$ cat config.mk
export PLATFORM = sky130hd
export DESIGN_NAME = hcs_regs
export DESIGN_NICKNAME = d
export VERILOG_FILES = /design/src/hcs_pkg.sv /design/src/hcs_regs.sv /design/src/hcs_lane_check.sv
export VERILOG_INCLUDE_DIRS = /design/src
export SDC_FILE = /design/constraint.sdc
export NUM_CORES = 1
export LEC_CHECK = 0
export BUFFER_PORTS_ARGS = -buffer_cell sky130_fd_sc_hd__clkbuf_2
export CORE_MARGIN = 2
export CORE_UTILIZATION = 54
export CTS_BUF_LIST = sky130_fd_sc_hd__clkbuf_2
export DETAILED_ROUTE_END_ITERATION = 8
export PLACE_DENSITY = 0.88
export SYNTH_ARGS = -nofsm -noshare
export SYNTH_HDL_FRONTEND = slang
export SYNTH_SLANG_ARGS = --single-unit
$ cat constraint.sdc
create_clock -name clk -period 2.9 [get_ports clk]
set_input_delay 0.58 -clock clk [delete_from_list [all_inputs] [get_ports clk]]
set_output_delay 0.58 -clock clk [all_outputs]
set_load 0.02 [all_outputs]
$ cat src/hcs_map.svh
// register offsets, field positions and reset values of the host configuration bank
`ifndef HCS_MAP_SVH
`define HCS_MAP_SVH

`define HCS_OFS_BUS_ERROR_STATUS      8'h06
`define HCS_OFS_CHIP_CONFIGURATION    8'h08
`define HCS_OFS_MAC_ADDRESS_LOW       8'h10
`define HCS_OFS_MAC_ADDRESS_MIDDLE    8'h12
`define HCS_OFS_MAC_ADDRESS_HIGH      8'h14
`define HCS_OFS_INTERNAL_BUS_CONTROL  8'h20

`define HCS_BIT_BAD_LANE_FLAG         15
`define HCS_BIT_PATTERN_HI            14
`define HCS_BIT_PATTERN_LO            11
`define HCS_BIT_ENDIAN                10
`define HCS_BIT_ROM_PRESENT           9
`define HCS_BIT_BUS8                  7
`define HCS_BIT_BUS16                 6
`define HCS_BIT_BUS32                 5
`define HCS_BIT_PKG128                3
`define HCS_BIT_DRIVE                 6
`define HCS_BIT_CLK_SRC               2

`define HCS_RESET_BUS_CONTROL         16'h0000
`define HCS_RESET_MAC_WORD            16'h0000
`define HCS_ROM_MAC_FIRST_WORD        8'h01
`define HCS_ROM_MAC_WORDS             2'h3

`endif

$ cat src/hcs_pkg.sv
// types of the host configuration bank
`default_nettype none
package hcs_pkg;
  typedef enum logic [1:0]
  {
    HCS_LOAD_IDLE = 2'b00,
    HCS_LOAD_REQ  = 2'b01,
    HCS_LOAD_WAIT = 2'b10,
    HCS_LOAD_DONE = 2'b11
  } hcs_load_state_t;

  typedef enum logic [1:0]
  {
    HCS_DIV_BY1 = 2'b00,
    HCS_DIV_BY2 = 2'b01,
    HCS_DIV_BY3 = 2'b10,
    HCS_DIV_RSV = 2'b11
  } hcs_div_t;
endpackage
`default_nettype wire

$ cat src/hcs_regs.sv
// host configuration and status register bank
// How it works
// any access with illegal byte enables after the address load sets the bad lane flag, bit 15.
// flag clears only on host write of one to bit 15; reads current state.
// the offending lane pattern is stored in bits 14 to 11, lane 3 highest.
// host trusts the stored pattern only while the flag reads one.
// endian strap is latched into configuration bit 10 at reset.
// rom enable strap is latched into configuration bit 9 at reset.
// bit 7 shows 8-bit bus mode, from rom or data-in strap.
// bit 6 shows 16-bit bus mode, from rom or data-in strap.
// bit 5 shows the 32-bit bonding option.
// bit 3 shows the 128-pin package bonding option.
// with rom fitted, three address words load from rom words 1 onward.
// rom word 1 to low, word 2 to middle, word 3 to high register.
// host address writes change only the registers, never the rom.
// three 16-bit read/write address words, low word least significant.
// bus control bit 6 picks pad drive, zero 8 mA, resets to zero.
// bus control bit 2 picks clock source, zero base, one reserved.
// bits 1-0 divide the bus clock by one, two, three; 11 reserved.
// rom address load runs right after reset, before host operation.
// illegal means unaligned for the bus width, or anything but lane 0 alone or lane 1 alone in 8-bit mode; first pattern kept until clear.
`include "hcs_map.svh"
`default_nettype none
module hcs_regs
  import hcs_pkg::*;
#(
  parameter logic BOND_BUS32  = 1'b0,
  parameter logic BOND_PKG128 = 1'b1
)
(
  // clock and reset
  input  wire logic        clk,
  input  wire logic        rst_b,
  // straps
  input  wire logic        endian_strap_pin,
  input  wire logic        rom_enable_strap_pin,
  input  wire logic        rom_data_in_pin,
  // rom word reader
  output logic             rom_rd_req,
  output logic [7:0]       rom_rd_addr,
  input  wire logic        rom_rd_ack,
  input  wire logic [15:0] rom_rd_data,
  input  wire logic        rom_bus8,
  input  wire logic        rom_bus16,
  // host register port
  input  wire logic        host_rd,
  input  wire logic        host_wr,
  input  wire logic [7:0]  host_addr,
  input  wire logic [3:0]  host_lanes,
  input  wire logic [15:0] host_wdata,
  output logic [15:0]      host_rdata,
  output logic             host_ready,
  // bank outputs
  output logic             drive_16ma,
  output logic             clk_src_sel,
  output logic [1:0]       clk_div_sel,
  output logic [47:0]      mac_address
);
  //////////////////////////////////////////////////////////////////////////////
  logic                  strap_done_q;
  logic                  endian_q;
  logic                  rom_present_q;
  logic                  bus8_q;
  logic                  bus16_q;
  logic                  flag_q;
  logic [3:0]            pattern_q;
  logic [15:0]           mac_q [3];
  logic [15:0]           bus_ctl_q;
  hcs_load_state_t       load_q;
  logic [1:0]            word_q;
  logic                  illegal;
  logic                  access;
  logic                  clear_flag;
  logic                  loading;

  assign access     = host_rd | host_wr;
  assign loading    = (load_q != HCS_LOAD_DONE);
  assign host_ready = ~loading;

  hcs_lane_check u_lane_check
  (
    .lanes   (host_lanes),
    .bus8    (bus8_q),
    .bus16   (bus16_q),
    .bus32   (BOND_BUS32),
    .illegal (illegal)
  );

  //////////////////////////////////////////////////////////////////////////////
  // strap capture on the first edge after reset release
  always_ff @(posedge clk)
  begin
    if (!rst_b)
    begin
      strap_done_q  <= 1'b0;
      endian_q      <= 1'b0;
      rom_present_q <= 1'b0;
    end
    else if (!strap_done_q)
    begin
      strap_done_q  <= 1'b1;
      endian_q      <= endian_strap_pin;
      rom_present_q <= rom_enable_strap_pin;
    end
  end

  // bus width bits: from rom when fitted, else from data-in strap
  always_ff @(posedge clk)
  begin
    if (!rst_b)
    begin
      bus8_q  <= 1'b0;
      bus16_q <= 1'b0;
    end
    else if (!strap_done_q)
    begin
      bus8_q  <= rom_enable_strap_pin ? rom_bus8  : rom_data_in_pin;
      bus16_q <= rom_enable_strap_pin ? rom_bus16 : ~rom_data_in_pin;
    end
  end

  //////////////////////////////////////////////////////////////////////////////
  // address load sequencer
  always_ff @(posedge clk)
  begin
    if (!rst_b)
    begin
      load_q <= HCS_LOAD_IDLE;
      word_q <= 2'h0;
    end
    else
    begin
      unique case (load_q)
        HCS_LOAD_IDLE:
        begin
          if (strap_done_q)
          begin
            load_q <= rom_present_q ? HCS_LOAD_REQ : HCS_LOAD_DONE;
          end
        end
        HCS_LOAD_REQ:
        begin
          load_q <= HCS_LOAD_WAIT;
        end
        HCS_LOAD_WAIT:
        begin
          if (rom_rd_ack)
          begin
            if (word_q == `HCS_ROM_MAC_WORDS - 2'h1)
            begin
              load_q <= HCS_LOAD_DONE;
            end
            else
            begin
              load_q <= HCS_LOAD_REQ;
            end
            word_q <= word_q + 2'h1;
          end
        end
        HCS_LOAD_DONE:
        begin
          load_q <= HCS_LOAD_DONE;
        end
      endcase
    end
  end

  assign rom_rd_req  = (load_q == HCS_LOAD_REQ);
  assign rom_rd_addr = `HCS_ROM_MAC_FIRST_WORD + {6'h00, word_q};

  //////////////////////////////////////////////////////////////////////////////
  // mac address words; no path ever writes back to the rom
  genvar gi;
  generate
    for (gi = 0; gi < 3; gi++)
    begin : g_mac
      always_ff @(posedge clk)
      begin
        if (!rst_b)
        begin
          mac_q[gi] <= `HCS_RESET_MAC_WORD;
        end
        else if (load_q == HCS_LOAD_WAIT && rom_rd_ack && word_q == 2'(gi))
        begin
          mac_q[gi] <= rom_rd_data;
        end
        else if (!loading && host_wr && !illegal
                 && host_addr == `HCS_OFS_MAC_ADDRESS_LOW + 8'(2 * gi))
        begin
          mac_q[gi] <= host_wdata;
        end
      end
    end
  endgenerate

  assign mac_address = {mac_q[2], mac_q[1], mac_q[0]};

  //////////////////////////////////////////////////////////////////////////////
  // bad lane flag and pattern
  assign clear_flag = host_wr && !illegal && !loading
                      && host_addr == `HCS_OFS_BUS_ERROR_STATUS
                      && host_wdata[`HCS_BIT_BAD_LANE_FLAG];

  always_ff @(posedge clk)
  begin
    if (!rst_b)
    begin
      flag_q    <= 1'b0;
      pattern_q <= 4'h0;
    end
    else if (access && illegal && !loading)
    begin
      flag_q <= 1'b1;
      if (!flag_q)
      begin
        pattern_q <= host_lanes;
      end
    end
    else if (clear_flag)
    begin
      flag_q <= 1'b0;
    end
  end

  //////////////////////////////////////////////////////////////////////////////
  // internal bus control
  always_ff @(posedge clk)
  begin
    if (!rst_b)
    begin
      bus_ctl_q <= `HCS_RESET_BUS_CONTROL;
    end
    else if (!loading && host_wr && !illegal
             && host_addr == `HCS_OFS_INTERNAL_BUS_CONTROL)
    begin
      bus_ctl_q <= host_wdata;
    end
  end

  assign drive_16ma  = bus_ctl_q[`HCS_BIT_DRIVE];
  assign clk_src_sel = bus_ctl_q[`HCS_BIT_CLK_SRC];
  assign clk_div_sel = bus_ctl_q[1:0];

  //////////////////////////////////////////////////////////////////////////////
  // read data, registered
  always_ff @(posedge clk)
  begin
    if (!rst_b)
    begin
      host_rdata <= 16'h0000;
    end
    else if (host_rd && !loading)
    begin
      host_rdata <= 16'h0000;
      unique case (host_addr)
        `HCS_OFS_BUS_ERROR_STATUS:
        begin
          host_rdata[`HCS_BIT_BAD_LANE_FLAG] <= flag_q;
          host_rdata[`HCS_BIT_PATTERN_HI:`HCS_BIT_PATTERN_LO] <= pattern_q;
        end
        `HCS_OFS_CHIP_CONFIGURATION:
        begin
          host_rdata[`HCS_BIT_ENDIAN]      <= endian_q;
          host_rdata[`HCS_BIT_ROM_PRESENT] <= rom_present_q;
          host_rdata[`HCS_BIT_BUS8]        <= bus8_q;
          host_rdata[`HCS_BIT_BUS16]       <= bus16_q;
          host_rdata[`HCS_BIT_BUS32]       <= BOND_BUS32;
          host_rdata[`HCS_BIT_PKG128]      <= BOND_PKG128;
        end
        `HCS_OFS_MAC_ADDRESS_LOW:      host_rdata <= mac_q[0];
        `HCS_OFS_MAC_ADDRESS_MIDDLE:   host_rdata <= mac_q[1];
        `HCS_OFS_MAC_ADDRESS_HIGH:     host_rdata <= mac_q[2];
        `HCS_OFS_INTERNAL_BUS_CONTROL: host_rdata <= bus_ctl_q;
        default:                       host_rdata <= 16'h0000;
      endcase
    end
  end

  //////////////////////////////////////////////////////////////////////////////
  property p_flag_sets;
    @(posedge clk) disable iff (!rst_b)
    (access && illegal && !loading) |=> flag_q;
  endproperty
  a_flag_sets: assert property (p_flag_sets) else $error("flag not set");

  property p_flag_holds;
    @(posedge clk) disable iff (!rst_b)
    (flag_q && !clear_flag) |=> flag_q;
  endproperty
  a_flag_holds: assert property (p_flag_holds) else $error("flag lost");

  property p_pattern_kept;
    @(posedge clk) disable iff (!rst_b)
    flag_q |=> $stable(pattern_q);
  endproperty
  a_pattern_kept: assert property (p_pattern_kept) else $error("pattern moved");

  property p_pattern_cap;
    @(posedge clk) disable iff (!rst_b)
    (!flag_q && access && illegal && !loading) |=> pattern_q == $past(host_lanes);
  endproperty
  a_pattern_cap: assert property (p_pattern_cap) else $error("pattern wrong");

  property p_mac_write;
    @(posedge clk) disable iff (!rst_b)
    (!loading && host_wr && !illegal && host_addr == `HCS_OFS_MAC_ADDRESS_MIDDLE)
      |=> mac_q[1] == $past(host_wdata);
  endproperty
  a_mac_write: assert property (p_mac_write) else $error("mac write lost");

  // host writes are shut out until the address load is over
  property p_no_host_in_load;
    @(posedge clk) disable iff (!rst_b)
    loading |=> $stable(bus_ctl_q) && $stable(flag_q);
  endproperty
  a_no_host_in_load: assert property (p_no_host_in_load) else $error("ready early");

  property p_load_first;
    @(posedge clk) disable iff (!rst_b)
    (load_q == HCS_LOAD_IDLE && strap_done_q && rom_present_q)
      |=> rom_rd_req && rom_rd_addr == 8'h01;
  endproperty
  a_load_first: assert property (p_load_first) else $error("load start wrong");

  property p_load_fill;
    @(posedge clk) disable iff (!rst_b)
    (load_q == HCS_LOAD_WAIT && rom_rd_ack && word_q == 2'h2)
      |=> mac_q[2] == $past(rom_rd_data) && !loading;
  endproperty
  a_load_fill: assert property (p_load_fill) else $error("high word fill");

  property p_ctl_reset;
    @(posedge clk) $rose(rst_b) |-> !drive_16ma && !clk_src_sel && clk_div_sel == 2'b00;
  endproperty
  a_ctl_reset: assert property (p_ctl_reset) else $error("control reset");

  c_flag:  cover property (@(posedge clk) disable iff (!rst_b) $rose(flag_q));
  c_clear: cover property (@(posedge clk) disable iff (!rst_b) $fell(flag_q));
  c_load:  cover property (@(posedge clk) disable iff (!rst_b) $fell(loading));
  c_bus8:  cover property (@(posedge clk) disable iff (!rst_b) bus8_q && access && illegal);
endmodule
`default_nettype wire

$ cat src/hcs_lane_check.sv
// byte-enable legality check for the configured host bus width
`default_nettype none
module hcs_lane_check
  import hcs_pkg::*;
(
  // lanes and width
  input  wire logic [3:0] lanes,
  input  wire logic       bus8,
  input  wire logic       bus16,
  input  wire logic       bus32,
  // verdict
  output logic            illegal
);
  logic ok;

  // only aligned byte, word or double-word lane sets are legal
  always_comb
  begin
    ok = 1'b0;
    unique case (lanes)
      4'h1, 4'h2, 4'h4, 4'h8: ok = 1'b1;
      4'h3, 4'hC:             ok = bus16 | bus32;
      4'hF:                   ok = bus32;
      default:                ok = 1'b0;
    endcase
    if (bus8 && lanes != 4'h1 && lanes != 4'h2)
    begin
      ok = 1'b0;
    end
  end

  assign illegal = ~ok;
endmodule
`default_nettype wire

# == After elaboration in Yosys (flattened, before gate mapping) ==
# Memory sizes are Yosys's and may differ from the RTL's.
# Index checks and enable logic that the tools add are counted.
# word_totals
reg_bits,46
latch_bits,0
ram_bits,48
romBits,0
inputBits,54
output_inout_bits,78
wordCells,122
mem_count,1
# classes
n_addsub,2
mul,0
div_mod_pow,0
magnitude_cmp,0
n_eq_ne,22
shift,0
muxes,47
bitwise_logic,11
reduce_logical,28
# memory_table
name,depth,word_bits,read_ports,rd_clocked_by_memory_dff,write_ports,line,rtl
mac_q,3,16,3,0,3,hcs_regs.sv:67,logic [15:0] mac_q [3];
# ops
operator,count
16-bit 2-to-1 mux,6
1-bit 2-to-1 mux,28
5-bit case mux with 5 select lines,1
"8-bit by 5-bit == test with 1-bit output, second input constant",3
1-bit logical AND,19
3-bit case mux with 5 select lines,1
3-bit case mux with 4 select lines,1
2-bit case mux with 5 select lines,1
"4-bit by 2-bit == test with 1-bit output, second input constant",2
"4-bit == test, second input constant",2
"8-bit by 3-bit == test with 1-bit output, second input constant",1
"8-bit by 4-bit == test with 1-bit output, second input constant",1
"8-bit by 6-bit == test with 1-bit output, second input constant",1
2-bit 2-to-1 mux,4
1-bit case mux with 4 select lines,2
2-bit case mux with 4 select lines,1
1-bit bitwise OR,7
"2-bit == test, second input constant",3
"2-bit inequality test, second input constant",3
2-bit AND reduction,3
1-bit case mux with 5 select lines,1
"2-bit by 1-bit == test with 1-bit output, second input constant",2
"4-bit by 1-bit == test with 1-bit output, second input constant",1
"4-bit by 3-bit == test with 1-bit output, second input constant",1
other kinds (11),15

# == Logic depth before layout (Yosys ltp) ==
# depth
word_depth,11
ltp_mapped,8
ltp_nobuf,6

# == Cells and area by module ==
# A second synthesis with hierarchy kept.
# hier_totals
hier_cells,406
hier_area_um2,4536.9
# modules_own_cells
module,n_inst,cells_per_inst,area_per_inst_um2,seq_area_each_um2
hcs_regs,1,393,4444.3,2362.3
hcs_lane_check,1,13,92.6,0.0

# == Worst setup path before layout ==
# OpenSTA, ideal clock, no wires.
# synth_path
path_kind,in2reg
start,input host_addr[5]
end,memory mac_q[2][0] (enable)
arrival_time_ns,2.067
setup_slack_ns,0.460
cell_stages,4
path_cell_list,or3_1 > nor3b_2 > buf_2 > a41o_1
# synth_lines
item,line,rtl
start: declaration,hcs_regs.sv:48,"input wire logic [7:0] host_addr,"
end: declaration,hcs_regs.sv:67,

==> results.md <==
* Achievable Freq at ~440 MHz
* Cts bufs inserted at 9
* Layout Nets at between 500 and 600
* Cts hold-fix bufs at 0
* Synth area leader: edfxtp_1
* Max_cap viols at 0
* Cell Area, Synth at about 4500 um^2
* Tcrit/Tclk final at 0.7777
* Mapped Avg Cell Area at roughly 11 um^2
* Worst Tran Pin Value at about 0.8 ns
* Fillers at 647
* GR Overflow Total at 0
* DRC at 0
* Ys flop type: edfxtp_1
* Critical path peak fanout at 16
* Post-DR vias/cell at 6.449
* Final slew viol count at 0
* Post-Syn Instances at 421
* Clk buf depth at 2
* # IOs at between 100 and 150
* Post-route setup TNS at 0 ns
* Pwr dens at ~460 nW/um^2
* Core box area at 8175 um^2
* Startpoint types: flop
* Vias in the first global route at ~3900
* Post-Route Utilization at 0.6491
* DRT Pass-1 Iters at 5
* Clock transition at path regs at 0.24 ns
* Routed len/inst at between 20 and 25 um
* Starting Density at 0.5552
* HPWL reported at the end of detailed placement at between 9000 and 10000 um
* Register bit total from synthesis at 94
* Hold Vio Cnt, Final at 0
* Largest net degree at the start of global routing at 46
* Layout cells sized above 1 at 0.3073
* Die Wd at roughly 96 um
* Worst skew pair latency at between 0.5 and 0.6 ns
* Synth top area cells: edfxtp_1 32%, dfxtp_1 20%, a22o_1 9.3%
* LEAKAGE at between 2 and 2.5 nW
* I/O Buffers at approximately 130
* # diodes at 0
* CTS tree: built
* Yosys cell types at 50
* RSZ-0062 raised after global routing: false
* Min Hold Slack at between 0.2 and 0.3 ns
* Worst path required time at about 3.1 ns
* Setup CP Type: reg -> reg
* Root buffer cell: clkbuf_2
* Resize count post-CTS at 0
* Global-route wire length before repair at approximately 20000 um
* Crit end category: flop
* Top-area cell type share of the netlist area at 0.3175
* Die H at between 90 and 100 um
* Status: finished clean
* GPL Wtd Cong at around 0.91
* Post-synth EDFFs at 48
* Sequential area share after synthesis at 0.5204
* Die area at around 9000 um^2
* Vias at around 4100
* Tmin final at 2.255 ns
* Syn. warnings at 0
* Async SR Flop Fraction at 0
* H-tree depth at 3
* Area delta synth->final at 16.90%
* Final setup viols at 0
* Initial detailed-routing violation count at approximately 510
* Clock Skews at roughly 0.021 ns
* Worst vdd ir at 213.3 uV
* Worst Path Arrival at ~2.5 ns
* Worst slew margin at 0.4656
* Sink Count at 94
* Post CTS Setup Buffer Count at 0
* Wirelength, routed at 13090 um
* Post-DRT Antenna Nets at 0
* Antenna violations before repair at 0
* Std-Cell Rows at 33
* Global router's overall resource usage at 0.2877
* Worst hold-check path type: in -> reg
## critical path: stages, from the launching register on
cell,delay [ns]
dfxtp_1,0.41
nor3_1,0.25
nand3b_1,0.18
nand3_1,0.31
a41o_1,0.75
## path summary, 6_finish.rpt
check | cells after the start | start | to | slack [ns]
max | 4 | bus8_q | mac_q[2][1] | 0.64
min reg2reg | 2 | pattern_q[3] | pattern_q[3] | 0.48
min | 3 | host_lanes[0] | pattern_q[0] | 0.25
max reg2reg | 4 | bus8_q | mac_q[2][1] | 0.64
## registers in the layout, indices dropped and copies added, names as in the netlist
signal         cells
bus16_q            1
rom_present_q      1
mac_q             48
load_q             2
bus8_q             1
pattern_q          4
flag_q             1
bus_ctl_q         16
endian_q           1
word_q             2
strap_done_q       1
host_rdata        16
## metal layers
layer	wire (um)	track usage	up-vias
met5	0	0	-
met4	317	0.1000	0
met3	1486	0.07510	36
met2	6211	0.4586	268
met1	5072	0.3805	1983
li1	-	-	1853
## report_power, final
group	switching, mW	internal [mW]
combinational	0.214	0.106
sequential	0.0418	1.45
clock	0.448	0.208
## cell type report
cell class / instances / area, um^2 / share of cell area
Clock buffer: 11 / 55.05 / 0.01037
Timing Repair Buffer: 138 / 720.7 / 0.1358
Clock inverter: 5 / 56.30 / 0.01061
Inverter: 5 / 18.77 / 0.003537
Sequential cell: 94 / 2362 / 0.4452
Multi-Input combinational cell: 284 / 1962 / 0.3697
Tap cell: 105 / 131.4 / 0.02476
## through the flow
step	worst slack [ns]	cells	power, mW	cell area [um^2]
after floorplan	0.4599	425	1.684	4554
after global placement	0.3788	626	1.819	5195
after detailed placement	0.3476	626	1.831	5195
after CTS	0.6476	642	2.456	5306
after global routing	0.4750	642	2.546	5306
final	0.6447	642	2.466	5306
## Yosys cell counts, types with 3 or more instances
master and n:
buf_2 7, buf_1 4, nor2b_1 4, nand3_1 21
nand2b_1 3, and3_1 7, nand2_1 37, o211a_1 9
edfxtp_1 48, a21oi_1 21, dfxtp_1 46, a22o_1 48
o221ai_1 9, buf_4 7, clkbuf_1 19, clkbuf_2 3
nor3b_1 3, and2_1 4, a222oi_1 5, ha_1 4
or3_1 3, nor3_1 8, nor2_1 7, a22oi_1 19
o21ai_0 23, mux2i_1 13, inv_1 5, o2bb2ai_1 5
## layout by cell type (no fill, tap or decap), types with 5 or more instances in the layout
cell | netlist | routed
a21oi_1 | 21 | 21
a222oi_1 | 5 | 5
a22o_1 | 48 | 48
a22oi_1 | 19 | 19
and3_1 | 7 | 7
buf_4 | 7 | 12
clkbuf_2 | 3 | 137
conb_1 | 1 | 5
dfxtp_1 | 46 | 46
edfxtp_1 | 48 | 48
inv_1 | 5 | 5
mux2i_1 | 13 | 13
nand2_1 | 37 | 37
nand3_1 | 21 | 21
nor2_1 | 7 | 7
nor3_1 | 8 | 8
o211a_1 | 9 | 9
o21ai_0 | 23 | 23
o221ai_1 | 9 | 9
o2bb2ai_1 | 5 | 5
## kinds of logic (layout without fill, tap and decap cells)
logic type,after synthesis,in the layout,synth area share
buf+inv,47,159,0.05071
other cells,1,5,0.0008261
mux,13,13,0.02866
fa+ha+maj,4,4,0.01103
flops,94,94,0.5204
xor+xnor,1,1,0.001930
compound gates,151,151,0.2563
simple gates,110,110,0.1301
No activity file was read; power rests on OpenSTA's default activity.
